<file path="src/inc/clock_divider_regs.svh">
/*
 * constants of the synchronous divide-by-2/4/8 block: counter reset value,
 * output bit positions and reset recovery edge counts.
 * assumes it is included by bare name from the divider design file.
 */
`ifndef CLOCK_DIVIDER_REGS_SVH
`define CLOCK_DIVIDER_REGS_SVH

`define DIV_COUNT_RESET 3'h0
`define DIV_COUNT_ONE 3'h1
`define DIV_HALF_BIT 0
`define DIV_QUARTER_BIT 1
`define DIV_EIGHTH_BIT 2
`define DIV_EDGES_CLOCK_HIGH 2'h2
`define DIV_EDGES_CLOCK_LOW 2'h3
`define DIV_EDGES_LAST 2'h1

`endif

</file>
<file path="src/inc/clock_divider_pkg.sv">
/*
 * types of the synchronous divide-by-2/4/8 block.
 * assumes nothing beyond a SystemVerilog compiler.
 */
package clock_divider_pkg;

    typedef enum logic [1:0] {
        div_clear,
        div_recover,
        div_run
    } div_state_e;

endpackage

</file>
<file path="src/hw/level_edge_detect.sv">
/*
 * edge finder for a level that is already synchronous to clk.
 * assumes the input needs no synchroniser; rise and fall are combinational.
 */
`timescale 1ns/100ps

module level_edge_detect (
    input wire logic clk,
    input wire logic reset,
    input wire logic level,
    output logic rise,
    output logic fall
);

    logic level_q;

    always_ff @(posedge clk) begin
        if (reset) begin
            level_q <= 1'b0;
        end else begin
            level_q <= level;
        end
    end

    assign rise = level & ~level_q;
    assign fall = ~level & level_q;

endmodule

</file>
<file path="src/hw/sync_clock_divider_freeze.sv">
/*
 * divide-by-2, 4 and 8 of a sampled source clock, with master clear and
 * a freeze enable taken on falling source edges.
 * assumes src_clock, divider_clear and freeze_enable are synchronous to clk
 * and that clk is fast enough to see every source clock level.
 */
`timescale 1ns/100ps
`include "clock_divider_regs.svh"

// What this block does
// RULE1 - clear released with source clock high: outputs toggle on second rising edge
// RULE2 - clear released with source clock low: outputs toggle on third rising edge
// RULE3 - freeze takes effect at first falling source edge after its assertion
// RULE4 - while frozen in the run state the counter holds unless divider_clear zeroes it, outputs keep their levels
// RULE5 - freeze released at next falling edge; counting resumes with phases kept
// RULE6 - one synchronous counter gives all three outputs; clear holds it at zero

module sync_clock_divider_freeze #(
    parameter int COUNT_WIDTH = 3
) (
    input wire logic clk,
    input wire logic reset,
    input wire logic src_clock,
    input wire logic divider_clear,
    input wire logic freeze_enable,
    output logic half_rate_out,
    output logic quarter_rate_out,
    output logic eighth_rate_out
);

    clock_divider_pkg::div_state_e state;
    clock_divider_pkg::div_state_e next_state;
    logic [COUNT_WIDTH-1:0] count;
    logic [COUNT_WIDTH-1:0] next_count;
    logic [1:0] edges_left;
    logic [1:0] next_edges_left;
    logic frozen;
    logic next_frozen;
    logic src_rise;
    logic src_fall;

    ////////////////////////////////////////////////////////////////////////

    level_edge_detect src_edges (
        .clk(clk),
        .reset(reset),
        .level(src_clock),
        .rise(src_rise),
        .fall(src_fall)
    );

    ////////////////////////////////////////////////////////////////////////
    // decode of the next state, counter and freeze latch

    wire in_clear = (state == clock_divider_pkg::div_clear);
    wire in_recover = (state == clock_divider_pkg::div_recover);
    wire in_run = (state == clock_divider_pkg::div_run);
    // the source level at the release cycle picks the recovery length
    wire [1:0] release_edges = src_clock ? `DIV_EDGES_CLOCK_HIGH : `DIV_EDGES_CLOCK_LOW;
    wire last_skip = in_recover & src_rise & (edges_left == `DIV_EDGES_LAST);
    // frozen only changes on falling edges, so rising edges never race it
    wire advance = (in_run & src_rise & ~frozen) | last_skip;

    always_comb begin
        next_state = state;
        next_edges_left = edges_left;
        case (state)
            clock_divider_pkg::div_clear: begin
                if (!divider_clear) begin
                    next_state = clock_divider_pkg::div_recover;
                    next_edges_left = release_edges; // [RULE1] [RULE2]
                end
            end
            clock_divider_pkg::div_recover: begin
                if (last_skip) begin
                    next_state = clock_divider_pkg::div_run; // [RULE1] [RULE2]
                end else if (src_rise) begin
                    next_edges_left = edges_left - `DIV_EDGES_LAST;
                end
            end
            clock_divider_pkg::div_run: begin
                next_state = clock_divider_pkg::div_run;
            end
            default: begin
                next_state = clock_divider_pkg::div_clear;
            end
        endcase
        if (divider_clear) begin
            next_state = clock_divider_pkg::div_clear;
        end
    end

    // one counter feeds every output, so common edges line up
    always_comb begin
        if (divider_clear) begin
            next_count = COUNT_WIDTH'(`DIV_COUNT_RESET); // [RULE6]
        end else if (advance) begin
            next_count = count + COUNT_WIDTH'(`DIV_COUNT_ONE); // [RULE5] [RULE6]
        end else begin
            next_count = count; // [RULE4]
        end
    end

    // freeze sampled only at falling source edges
    assign next_frozen = src_fall ? freeze_enable : frozen; // [RULE3] [RULE5]

    ////////////////////////////////////////////////////////////////////////

    always_ff @(posedge clk) begin
        if (reset) begin
            state <= clock_divider_pkg::div_clear;
            count <= COUNT_WIDTH'(`DIV_COUNT_RESET);
            edges_left <= `DIV_EDGES_CLOCK_LOW;
            frozen <= 1'b0;
        end else begin
            state <= next_state;
            count <= next_count;
            edges_left <= next_edges_left;
            frozen <= next_frozen;
        end
    end

    assign half_rate_out = count[`DIV_HALF_BIT];
    assign quarter_rate_out = count[`DIV_QUARTER_BIT];
    assign eighth_rate_out = count[`DIV_EIGHTH_BIT];

    ////////////////////////////////////////////////////////////////////////
    // checks

    release_high_a: assert property (@(posedge clk) disable iff (reset) // [RULE1]
        (in_clear && !divider_clear && src_clock)
        |=> (in_recover && edges_left == 2'h2))
        else $error("release with clock high did not wait two rising edges");

    release_low_a: assert property (@(posedge clk) disable iff (reset) // [RULE2]
        (in_clear && !divider_clear && !src_clock)
        |=> (in_recover && edges_left == 2'h3))
        else $error("release with clock low did not wait three rising edges");

    recover_hold_a: assert property (@(posedge clk) disable iff (reset) // [RULE2]
        (in_recover && !divider_clear && !(src_rise && edges_left == 2'h1))
        |=> (count == 3'h0))
        else $error("outputs toggled before the recovery edge");

    freeze_take_a: assert property (@(posedge clk) disable iff (reset) // [RULE3]
        (src_fall && freeze_enable) |=> frozen)
        else $error("freeze not taken at the falling edge");

    frozen_hold_a: assert property (@(posedge clk) disable iff (reset) // [RULE4]
        (frozen && !src_fall && !divider_clear) |=> $stable(count))
        else $error("divider moved while frozen");

    resume_count_a: assert property (@(posedge clk) disable iff (reset) // [RULE5]
        (in_run && !frozen && src_rise && !divider_clear)
        |=> (count == $past(count) + 3'h1))
        else $error("divider did not step to next count after unfreeze");

    unfreeze_a: assert property (@(posedge clk) disable iff (reset) // [RULE5]
        (src_fall && !freeze_enable) |=> !frozen)
        else $error("freeze not released at the falling edge");

    clear_zero_a: assert property (@(posedge clk) disable iff (reset) // [RULE6]
        divider_clear |=> (count == 3'h0 && in_clear))
        else $error("clear did not hold the counter at zero");

    recover_step_a: assert property (@(posedge clk) disable iff (reset) // [RULE1]
        (last_skip && !divider_clear)
        |=> (in_run && count == COUNT_WIDTH'(`DIV_COUNT_ONE)))
        else $error("last recovery edge did not start the divider at one");

    recover_count_a: assert property (@(posedge clk) disable iff (reset) // [RULE2]
        (in_recover && src_rise && !last_skip && !divider_clear)
        |=> (in_recover && edges_left == $past(edges_left) - `DIV_EDGES_LAST))
        else $error("recovery did not count one rising edge");

    freeze_steady_a: assert property (@(posedge clk) disable iff (reset) // [RULE3]
        (!src_fall) |=> $stable(frozen))
        else $error("freeze state changed away from a falling edge");

    outputs_hold_a: assert property (@(posedge clk) disable iff (reset) // [RULE4]
        (in_run && frozen && !divider_clear)
        |=> $stable({eighth_rate_out, quarter_rate_out, half_rate_out}))
        else $error("outputs moved while frozen");

    idle_hold_a: assert property (@(posedge clk) disable iff (reset) // [RULE6]
        (in_run && !src_rise && !divider_clear) |=> $stable(count))
        else $error("divider moved without a rising source edge");

    // a carry into a higher output must land with the lower ones low
    quarter_align_a: assert property (@(posedge clk) disable iff (reset) // [RULE6]
        $rose(quarter_rate_out) |-> !half_rate_out)
        else $error("quarter rate edge not aligned with half rate edge");

    eighth_align_a: assert property (@(posedge clk) disable iff (reset) // [RULE6]
        $rose(eighth_rate_out) |-> (!half_rate_out && !quarter_rate_out))
        else $error("eighth rate edge not aligned with lower rate edges");

endmodule

</file>
<file path="config.mk">
export PLATFORM = sky130hd
export DESIGN_NAME = sync_clock_divider_freeze
export DESIGN_NICKNAME = d
export VERILOG_FILES = /design/src/inc/clock_divider_pkg.sv /design/src/hw/level_edge_detect.sv /design/src/hw/sync_clock_divider_freeze.sv
export VERILOG_INCLUDE_DIRS = /design/src /design/src/inc
export SDC_FILE = /design/constraint.sdc
export NUM_CORES = 1
export LEC_CHECK = 0
export ABC_AREA = 0
export BUFFER_PORTS_ARGS = -buffer_cell sky130_fd_sc_hd__buf_2
export CORE_MARGIN = 2
export CORE_UTILIZATION = 40
export DETAILED_ROUTE_END_ITERATION = 8
export MAX_ROUTING_LAYER = met4
export PLACE_DENSITY = 0.71
export SYNTH_ARGS = -nofsm -noshare
export SYNTH_HDL_FRONTEND = slang
export SYNTH_SLANG_ARGS = --single-unit
export TNS_END_PERCENT = 20
</file>
<file path="constraint.sdc">
create_clock -name clk -period 3.95 [get_ports clk]
set_input_delay 0.79 -clock clk [delete_from_list [all_inputs] [get_ports clk]]
set_output_delay 0.79 -clock clk [all_outputs]
set_load 0.03 [all_outputs]
</file>
==> impl_metrics.yaml, run 1 <==
floorplanning:
  coreArea_sq_um: 1280
  fp.dieW_microns: 40.7
  rows: 13
  io_pins: 8
  dieArea_sq_um: 1650
  initial_core_util: 0.419
  die_h_microns: 40.7
min_path:
  hp-class: "flop to flop"
place:
  dp.cells: 81
  hpwl_microns: 699
  place.gp.congestion: 0.697
  port_buffers: 7
logic_synthesis:
  async_flop_share: 0
  synth_top_area_frac: 0.335
  synth-seq-area-share: 0.335
  ys_warn_count: 0
  synth-compound-area-share: 0.0907
  synth-seq-cells: 9
  synth.avg_cell_area_sq_um: 8.97
  synth_area_leader_cell: "dfxtp_1"
  syn-num-nets: 70
  synth_xor_area_frac: 0
  yosysMostFrequentCell: "nand2_1"
  yosys-top-cells-area: "dfxtp_1, ha_1, mux2i_1"
  synth_edf_count: 0
  yosys-mux-area-fraction: 0.140
  synth_top_family_by_area: "simple AND/OR/NAND/NOR gates"
  syn_area_sq_um: 538
  yosys-top-cells-count: "nand2_1, dfxtp_1, mux2i_1, ha_1, inv_1"
  yosys.area_share.adder: 0.116
  yosys.area_share.simple: 0.270
  synth_cell_types: 23
  synth_cells: 60
  ys.flop_type: "dfxtp_1"
setup_path:
  startpoint: "count[0]$_SDFFE_PP0P_"
  cp.required_ns: 3.16
  cp.depth: 1
  critical_path_buf_inv_count: 1
  r2r_setup_slack_ns: 2.35
  path_class: "flop to primary output"
  r2r-end: "edges_left[0]$_SDFFE_PP1P_"
  r2r-start: "edges_left[1]$_SDFFE_PP1P_"
  crit_fanout: 4
  critPathCaptureType: "primary output"
  cp-start-kind: "flop"
  cp_slowest_stage_delay_ns: 0.37
  cp_top_family: "flip-flops"
  critical_path_arrival_ns: 0.84
  crit_chain: "buf_2"
  cp_slowest_cell: "dfxtp_1"
  cp-endpoint: "half_rate_out"
  r2r.worst_path.cells: 5
power:
  p_leak_nw: 0.264
  clock_power_share: 0.353
  p_sw_frac: 0.254
  combPwrFrac: 0.159
  p_sw_mw: 0.0510
  ir_drop_v: 0.000114
  internal-power_mw: 0.150
  power_density_nw_per_um2: 328
  power_frac_seq: 0.488
timing:
  min_period_ns: 1.63
  fmax_ghz: 0.613
  hold_violations: 0
  worst_pin_slew_ns: 0.489
  fin_skew_ns: 0.000961
  rsz0062_at_grt: "no"
  relSlewSlack: 0.673
  tns_ns: 0
  maxSlewViolCount: 0
  finalSetupViolations: 0
  finalCritPeriodShare: 0.413
clock_network:
  postCtsSetupRepairBufs: 0
  cts_made_buffers: 3
  cts_resized: 0
  cts.path.max_buffers: 2
  cts_tree: "yes"
  clkTransAtPathRegs_ns: 0.06
  clkSinkCount: 9
  cts-root-buf: "clkbuf_4"
  cts_hold_buf: 0
  cts_max_level: 1
  clock_latency_ns: 0.25
flow_run:
  max-cap-violations: 0
detailed_routing:
  drt_iter0_markers: 6
  totalWireLength_microns: 929
  wl_per_cell_microns: 10.9
  first_pass_iters: 3
  drc: 0
  drt.antenna.violating_nets: 0
  vias: 437
  vias_per_cell: 5.14
global_route:
  grt_pass1_vias: 383
  grt_overflow: 0
  grt_pass1_wl_microns: 1510
  track_usage: 0.144
  antenna_found_initial: 0
  grt_max_degree: 10
cells_and_area:
  stdcell_count: 85
  nNetsFinal: 81
  antenna_cells: 0
  drive_gt1_frac: 0.186
  area_growth_pct: 13.5
  final_util: 0.475
status:
  status: "finished, final reports clean"
==> area by class of cell <==
class | instances | area [sq um]
Fill cell | 131 | 674
Multi-Input combinational cell | 45 | 332
Sequential cell | 9 | 180
Timing Repair Buffer | 7 | 35.0
Clock buffer | 4 | 26.3
Inverter | 5 | 18.8
Tap cell | 15 | 18.8
==> per-layer routing <==
metal	wire, microns	vias to the layer above	GRT usage
met5	0	-	-
met4	24	0	0.100
met3	28	4	0.0326
met2	405	6	0.202
met1	470	199	0.182
li1	-	228	-
==> registers in the layout (all words and copies together) (netlist names) <==
name	flops
edges_left	2
frozen	1
state	2
src_edges.level_q	1
count	3
==> through the flow <==
step	setup slack, ns	power (mW)	hold slack [ns]	instance area [sq um]
2_1_floorplan	2.25	0.124	0.451	538
3_3_place_gp	2.09	0.131	0.460	584
3_5_place_dp	2.08	0.132	0.472	584
4_1_cts	2.31	0.203	0.480	611
5_1_grt	2.27	0.213	0.504	611
6_report	2.32	0.200	0.471	611
==> placed cells by master, fill, tap and decap left out <==
cell | netlist | routed
a211o_1 | 1 | 1
a211oi_1 | 2 | 2
a21oi_1 | 2 | 2
a311o_1 | 1 | 1
and2b_1 | 1 | 1
and4_1 | 1 | 1
buf_2 | 0 | 7
clkbuf_1 | 0 | 1
clkbuf_4 | 0 | 3
dfxtp_1 | 9 | 9
ha_1 | 5 | 5
inv_1 | 5 | 5
mux2_4 | 1 | 1
mux2i_1 | 6 | 6
nand2_1 | 10 | 10
nand2b_1 | 2 | 2
nor2_1 | 3 | 3
nor2b_1 | 1 | 1
nor3_1 | 1 | 1
nor3b_1 | 1 | 1
nor3b_2 | 1 | 1
nor4b_1 | 2 | 2
o21ai_0 | 1 | 1
or2_2 | 1 | 1
or3_1 | 2 | 2
==> worst min-delay path: cells and delay by family, from the launching register on <==
family / cells / cell delay [ns]
AND/OR/NAND/NOR: 1 / 0.06
multiplexers: 1 / 0.05
flip-flops: 1 / 0.32
==> power by group through the flow <==
| stage | clock network [mW] | registers (mW) | logic, mW |
|---|---|---|---|
| after floorplan | 0 | 0.0993 | 0.0251 |
| after global routing | 0.0784 | 0.0984 | 0.0362 |
| after global placement | 0 | 0.0998 | 0.0312 |
| after CTS | 0.0730 | 0.0979 | 0.0323 |
| final | 0.0708 | 0.0978 | 0.0319 |
| after detailed placement | 0 | 0.100 | 0.0320 |
==> cells by family after synthesis <==
logic type	after synthesis
flip-flops	9
buffers and inverters	6
adder cells (fa/ha/maj)	5
multiplexers	7
AND/OR/NAND/NOR	26
AO/OA/AOI/OAI	7
==> worst min path at each step <==
stage,end,start,slack (ns),cells past startpoint
after floorplan,frozen$_SDFFE_PP0P_,frozen$_SDFFE_PP0P_,0.45,2
after global placement,count[1]$_SDFFE_PP0P_,count[1]$_SDFFE_PP0P_,0.46,2
after detailed placement,count[2]$_SDFFE_PP0P_,count[2]$_SDFFE_PP0P_,0.47,2
after CTS,count[2]$_SDFFE_PP0P_,count[2]$_SDFFE_PP0P_,0.48,2
after global routing,state[1]$_SDFFE_PP0P_,state[1]$_SDFFE_PP0P_,0.50,2
final,count[2]$_SDFFE_PP0P_,count[2]$_SDFFE_PP0P_,0.47,2
Power figures use the tool's default switching activity.
==> run 2, diff against run 1 <==
--- a/config.mk
+++ b/config.mk
@@ -6,13 +6,13 @@
 export SDC_FILE = /design/constraint.sdc
 export NUM_CORES = 1
 export LEC_CHECK = 0
-export ABC_AREA = 0
+export ABC_AREA = 1
 export BUFFER_PORTS_ARGS = -buffer_cell sky130_fd_sc_hd__buf_2
 export CORE_MARGIN = 2
 export CORE_UTILIZATION = 40
 export DETAILED_ROUTE_END_ITERATION = 8
 export MAX_ROUTING_LAYER = met4
-export PLACE_DENSITY = 0.71
+export PLACE_DENSITY = 0.73
 export SYNTH_ARGS = -nofsm -noshare
 export SYNTH_HDL_FRONTEND = slang
 export SYNTH_SLANG_ARGS = --single-unit
==> constraint.sdc (replaced) <==
create_clock -name clk -period 1.4 [get_ports clk]
set_input_delay 0.28 -clock clk [delete_from_list [all_inputs] [get_ports clk]]
set_output_delay 0.28 -clock clk [all_outputs]
set_load 0.03 [all_outputs]
==> run 2 against run 1 <==
  * Power increased to 3.1 times the previous value
  * Routed wire length decreased by 1.5%
  * Final cell count grew 24%
  * Global-route usage down 0.15 points
  * Synthesized cell count up 32%
  * Synthesized area is 4.0% higher
  * Utilization rose by 1.3 points
  * Hold slack got worse by 0.25 ns
  * Clock-buffer cell count unchanged
  * Clock skew grew 0.0068 ns
  * Critical path type is now flop to flop
  * Largest cell class unchanged
==> impl_metrics.yaml, run 2 <==
clock_network:
  cts_resized: 0
  cts_made_buffers: 3
  cts-root-buf: "clkbuf_4"
  cts_tree: "yes"
  clkSinkCount: 9
  postCtsSetupRepairBufs: 0
  cts_max_level: 1
  cts_hold_buf: 0
  clock_latency_ns: 0.27
  clkTransAtPathRegs_ns: 0.07
  cts.path.max_buffers: 2
power:
  power_density_nw_per_um2: 973
  p_leak_nw: 0.332
  ir_drop_v: 0.000418
cells_and_area:
  top_register: "count"
  nNetsFinal: 101
  area_growth_pct: 13.6
  stdcell_count: 105
  mostFrequentLayoutCell: "nand2_1"
  antenna_cells: 0
  top_regs: "count x3, edges_left x2, state x2"
  largest_reg_flops: 3
  layout_common_cells: "nand2_1, inv_1, nand3_1, dfxtp_1, buf_2"
  drive_gt1_frac: 0.267
detailed_routing:
  first_pass_iters: 4
  drc: 0
  vias_per_cell: 4.57
  totalWireLength_microns: 915
  wl_per_cell_microns: 8.71
  drt.antenna.violating_nets: 0
  vias: 480
  drt_iter0_markers: 9
logic_synthesis:
  yosysMostFrequentCell: "nand2_1"
  ys.flop_type: "dfxtp_1"
  synth_area_leader_cell: "dfxtp_1"
  yosys-top-cells-count: "nand2_1, inv_1, nand3_1, dfxtp_1, nand2_2"
  synth_top_area_frac: 0.322
  synth_cell_types: 14
  async_flop_share: 0
  ys_warn_count: 0
  yosys-top-cells-area: "dfxtp_1, ha_1, nand2_1"
  synth-seq-area-share: 0.322
  synth_edf_count: 0
  syn_area_sq_um: 559
  synth-seq-cells: 9
  synth_cells: 79
  syn-num-nets: 89
  synth.avg_cell_area_sq_um: 7.08
timing:
  maxSlewViolCount: 0
  relSlewSlack: 0.832
  finalSetupViolations: 0
  min_period_ns: 1.25
  hold_violations: 0
  worst_pin_slew_ns: 0.252
  fin_skew_ns: 0.00781
  fmax_ghz: 0.802
  finalCritPeriodShare: 0.890
  tns_ns: 0
  rsz0062_at_grt: "no"
floorplanning:
  initial_core_util: 0.430
  dieArea_sq_um: 1710
  rows: 13
  die_h_microns: 41.4
  fp.dieW_microns: 41.4
  coreArea_sq_um: 1300
  io_pins: 8
setup_path:
  cp.required_ns: 1.56
  cp-start-kind: "flop"
  crit_fanout: 7
  critPathCaptureType: "flop"
  r2r-start: "state[1]$_SDFFE_PP0P_"
  startpoint: "state[1]$_SDFFE_PP0P_"
  path_class: "flop to flop"
  critical_path_arrival_ns: 1.41
min_path:
  min_from: "reset"
  hp-class: "input pin to flop"
global_route:
  grt_overflow: 0
  grt_pass1_wl_microns: 1520
  grt_pass1_vias: 390
  track_usage: 0.143
  antenna_found_initial: 0
  grt_max_degree: 8
place:
  dp.cells: 101
  port_buffers: 7
  hpwl_microns: 727
  place.gp.congestion: 0.802
status:
  status: "finished, final reports clean"
flow_run:
  max-cap-violations: 0
run 2: cell count changes after synthesis, sizes merged, moves of 2 or more:
cell,previous run,this run
nor2,3,8
or3,2,0
nor3b,2,0
inv,5,17
nand2b,2,0
a21oi,2,5
nand2,10,22
mux2i,6,0
a211oi,2,0
nand3,0,10
nor4b,2,0
run 2: cell families (layout without fill, tap and decap cells):
family / count (synthesis) / in the layout / synth area share
simple gates: 40 / 40 / 0.369
fa+ha+maj: 5 / 5 / 0.112
buf+inv: 18 / 29 / 0.134
compound gates: 7 / 7 / 0.0626
flops: 9 / 9 / 0.322
run 2: stage by stage:
| stage | total power [mW] | hold slack (ns) | setup WS [ns] | utilization | area, sq um |
|---|---|---|---|---|---|
| finish | 0.618 | 0.223 | 0.154 | 0.488 | 636 |
| global route | 0.656 | 0.241 | 0.0368 | 0.488 | 636 |
| CTS | 0.627 | 0.223 | 0.141 | 0.488 | 636 |
| detailed placement | 0.416 | 0.457 | 0.144 | 0.468 | 609 |
| global placement | 0.414 | 0.446 | 0.207 | 0.468 | 609 |
| floorplan | 0.390 | 0.349 | 0.230 | - | 559 |
run 2: final timing paths:
check	to	slack (ns)	cells past startpoint
hold / removal	frozen$_SDFFE_PP0P_	0.22	2
setup reg to reg	edges_left[0]$_SDFFE_PP1P_	0.15	7
setup / recovery	edges_left[0]$_SDFFE_PP1P_	0.15	7
hold reg to reg	edges_left[1]$_SDFFE_PP1P_	0.47	2
run 2: power breakdown:
part	total (mW)	switching, mW	leakage [nW]	internal (mW)
Clock	0.205	0.0953	0.0150	0.110
Sequential	0.284	0.0122	0.0737	0.272
Combinational	0.129	0.0781	0.243	0.0512
Total	0.618	0.186	0.332	0.433
run 2: cell type report:
cell class	count	area, sq um
Clock buffer	4	26.3
Fill cell	147	666
Inverter	17	63.8
Multi-Input combinational cell	52	304
Sequential cell	9	180
Tap cell	15	18.8
Timing Repair Buffer	8	42.5
run 2: worst max-delay path, cell delays in order (launching register included):
cell and delay (ns):
dfxtp_1 0.32, inv_1 0.07, ha_1 0.29, nor2_1 0.08, nor2_2 0.17, nand2_2 0.08
nand2_1 0.07, nand3_1 0.06
run 2: per-layer routing:
| metal | routed length [microns] | track usage |
|---|---|---|
| met5 | 0 | - |
| met2 | 411 | 0.219 |
| met4 | 23 | 0.0968 |
| met1 | 427 | 0.166 |
| met3 | 53 | 0.0319 |
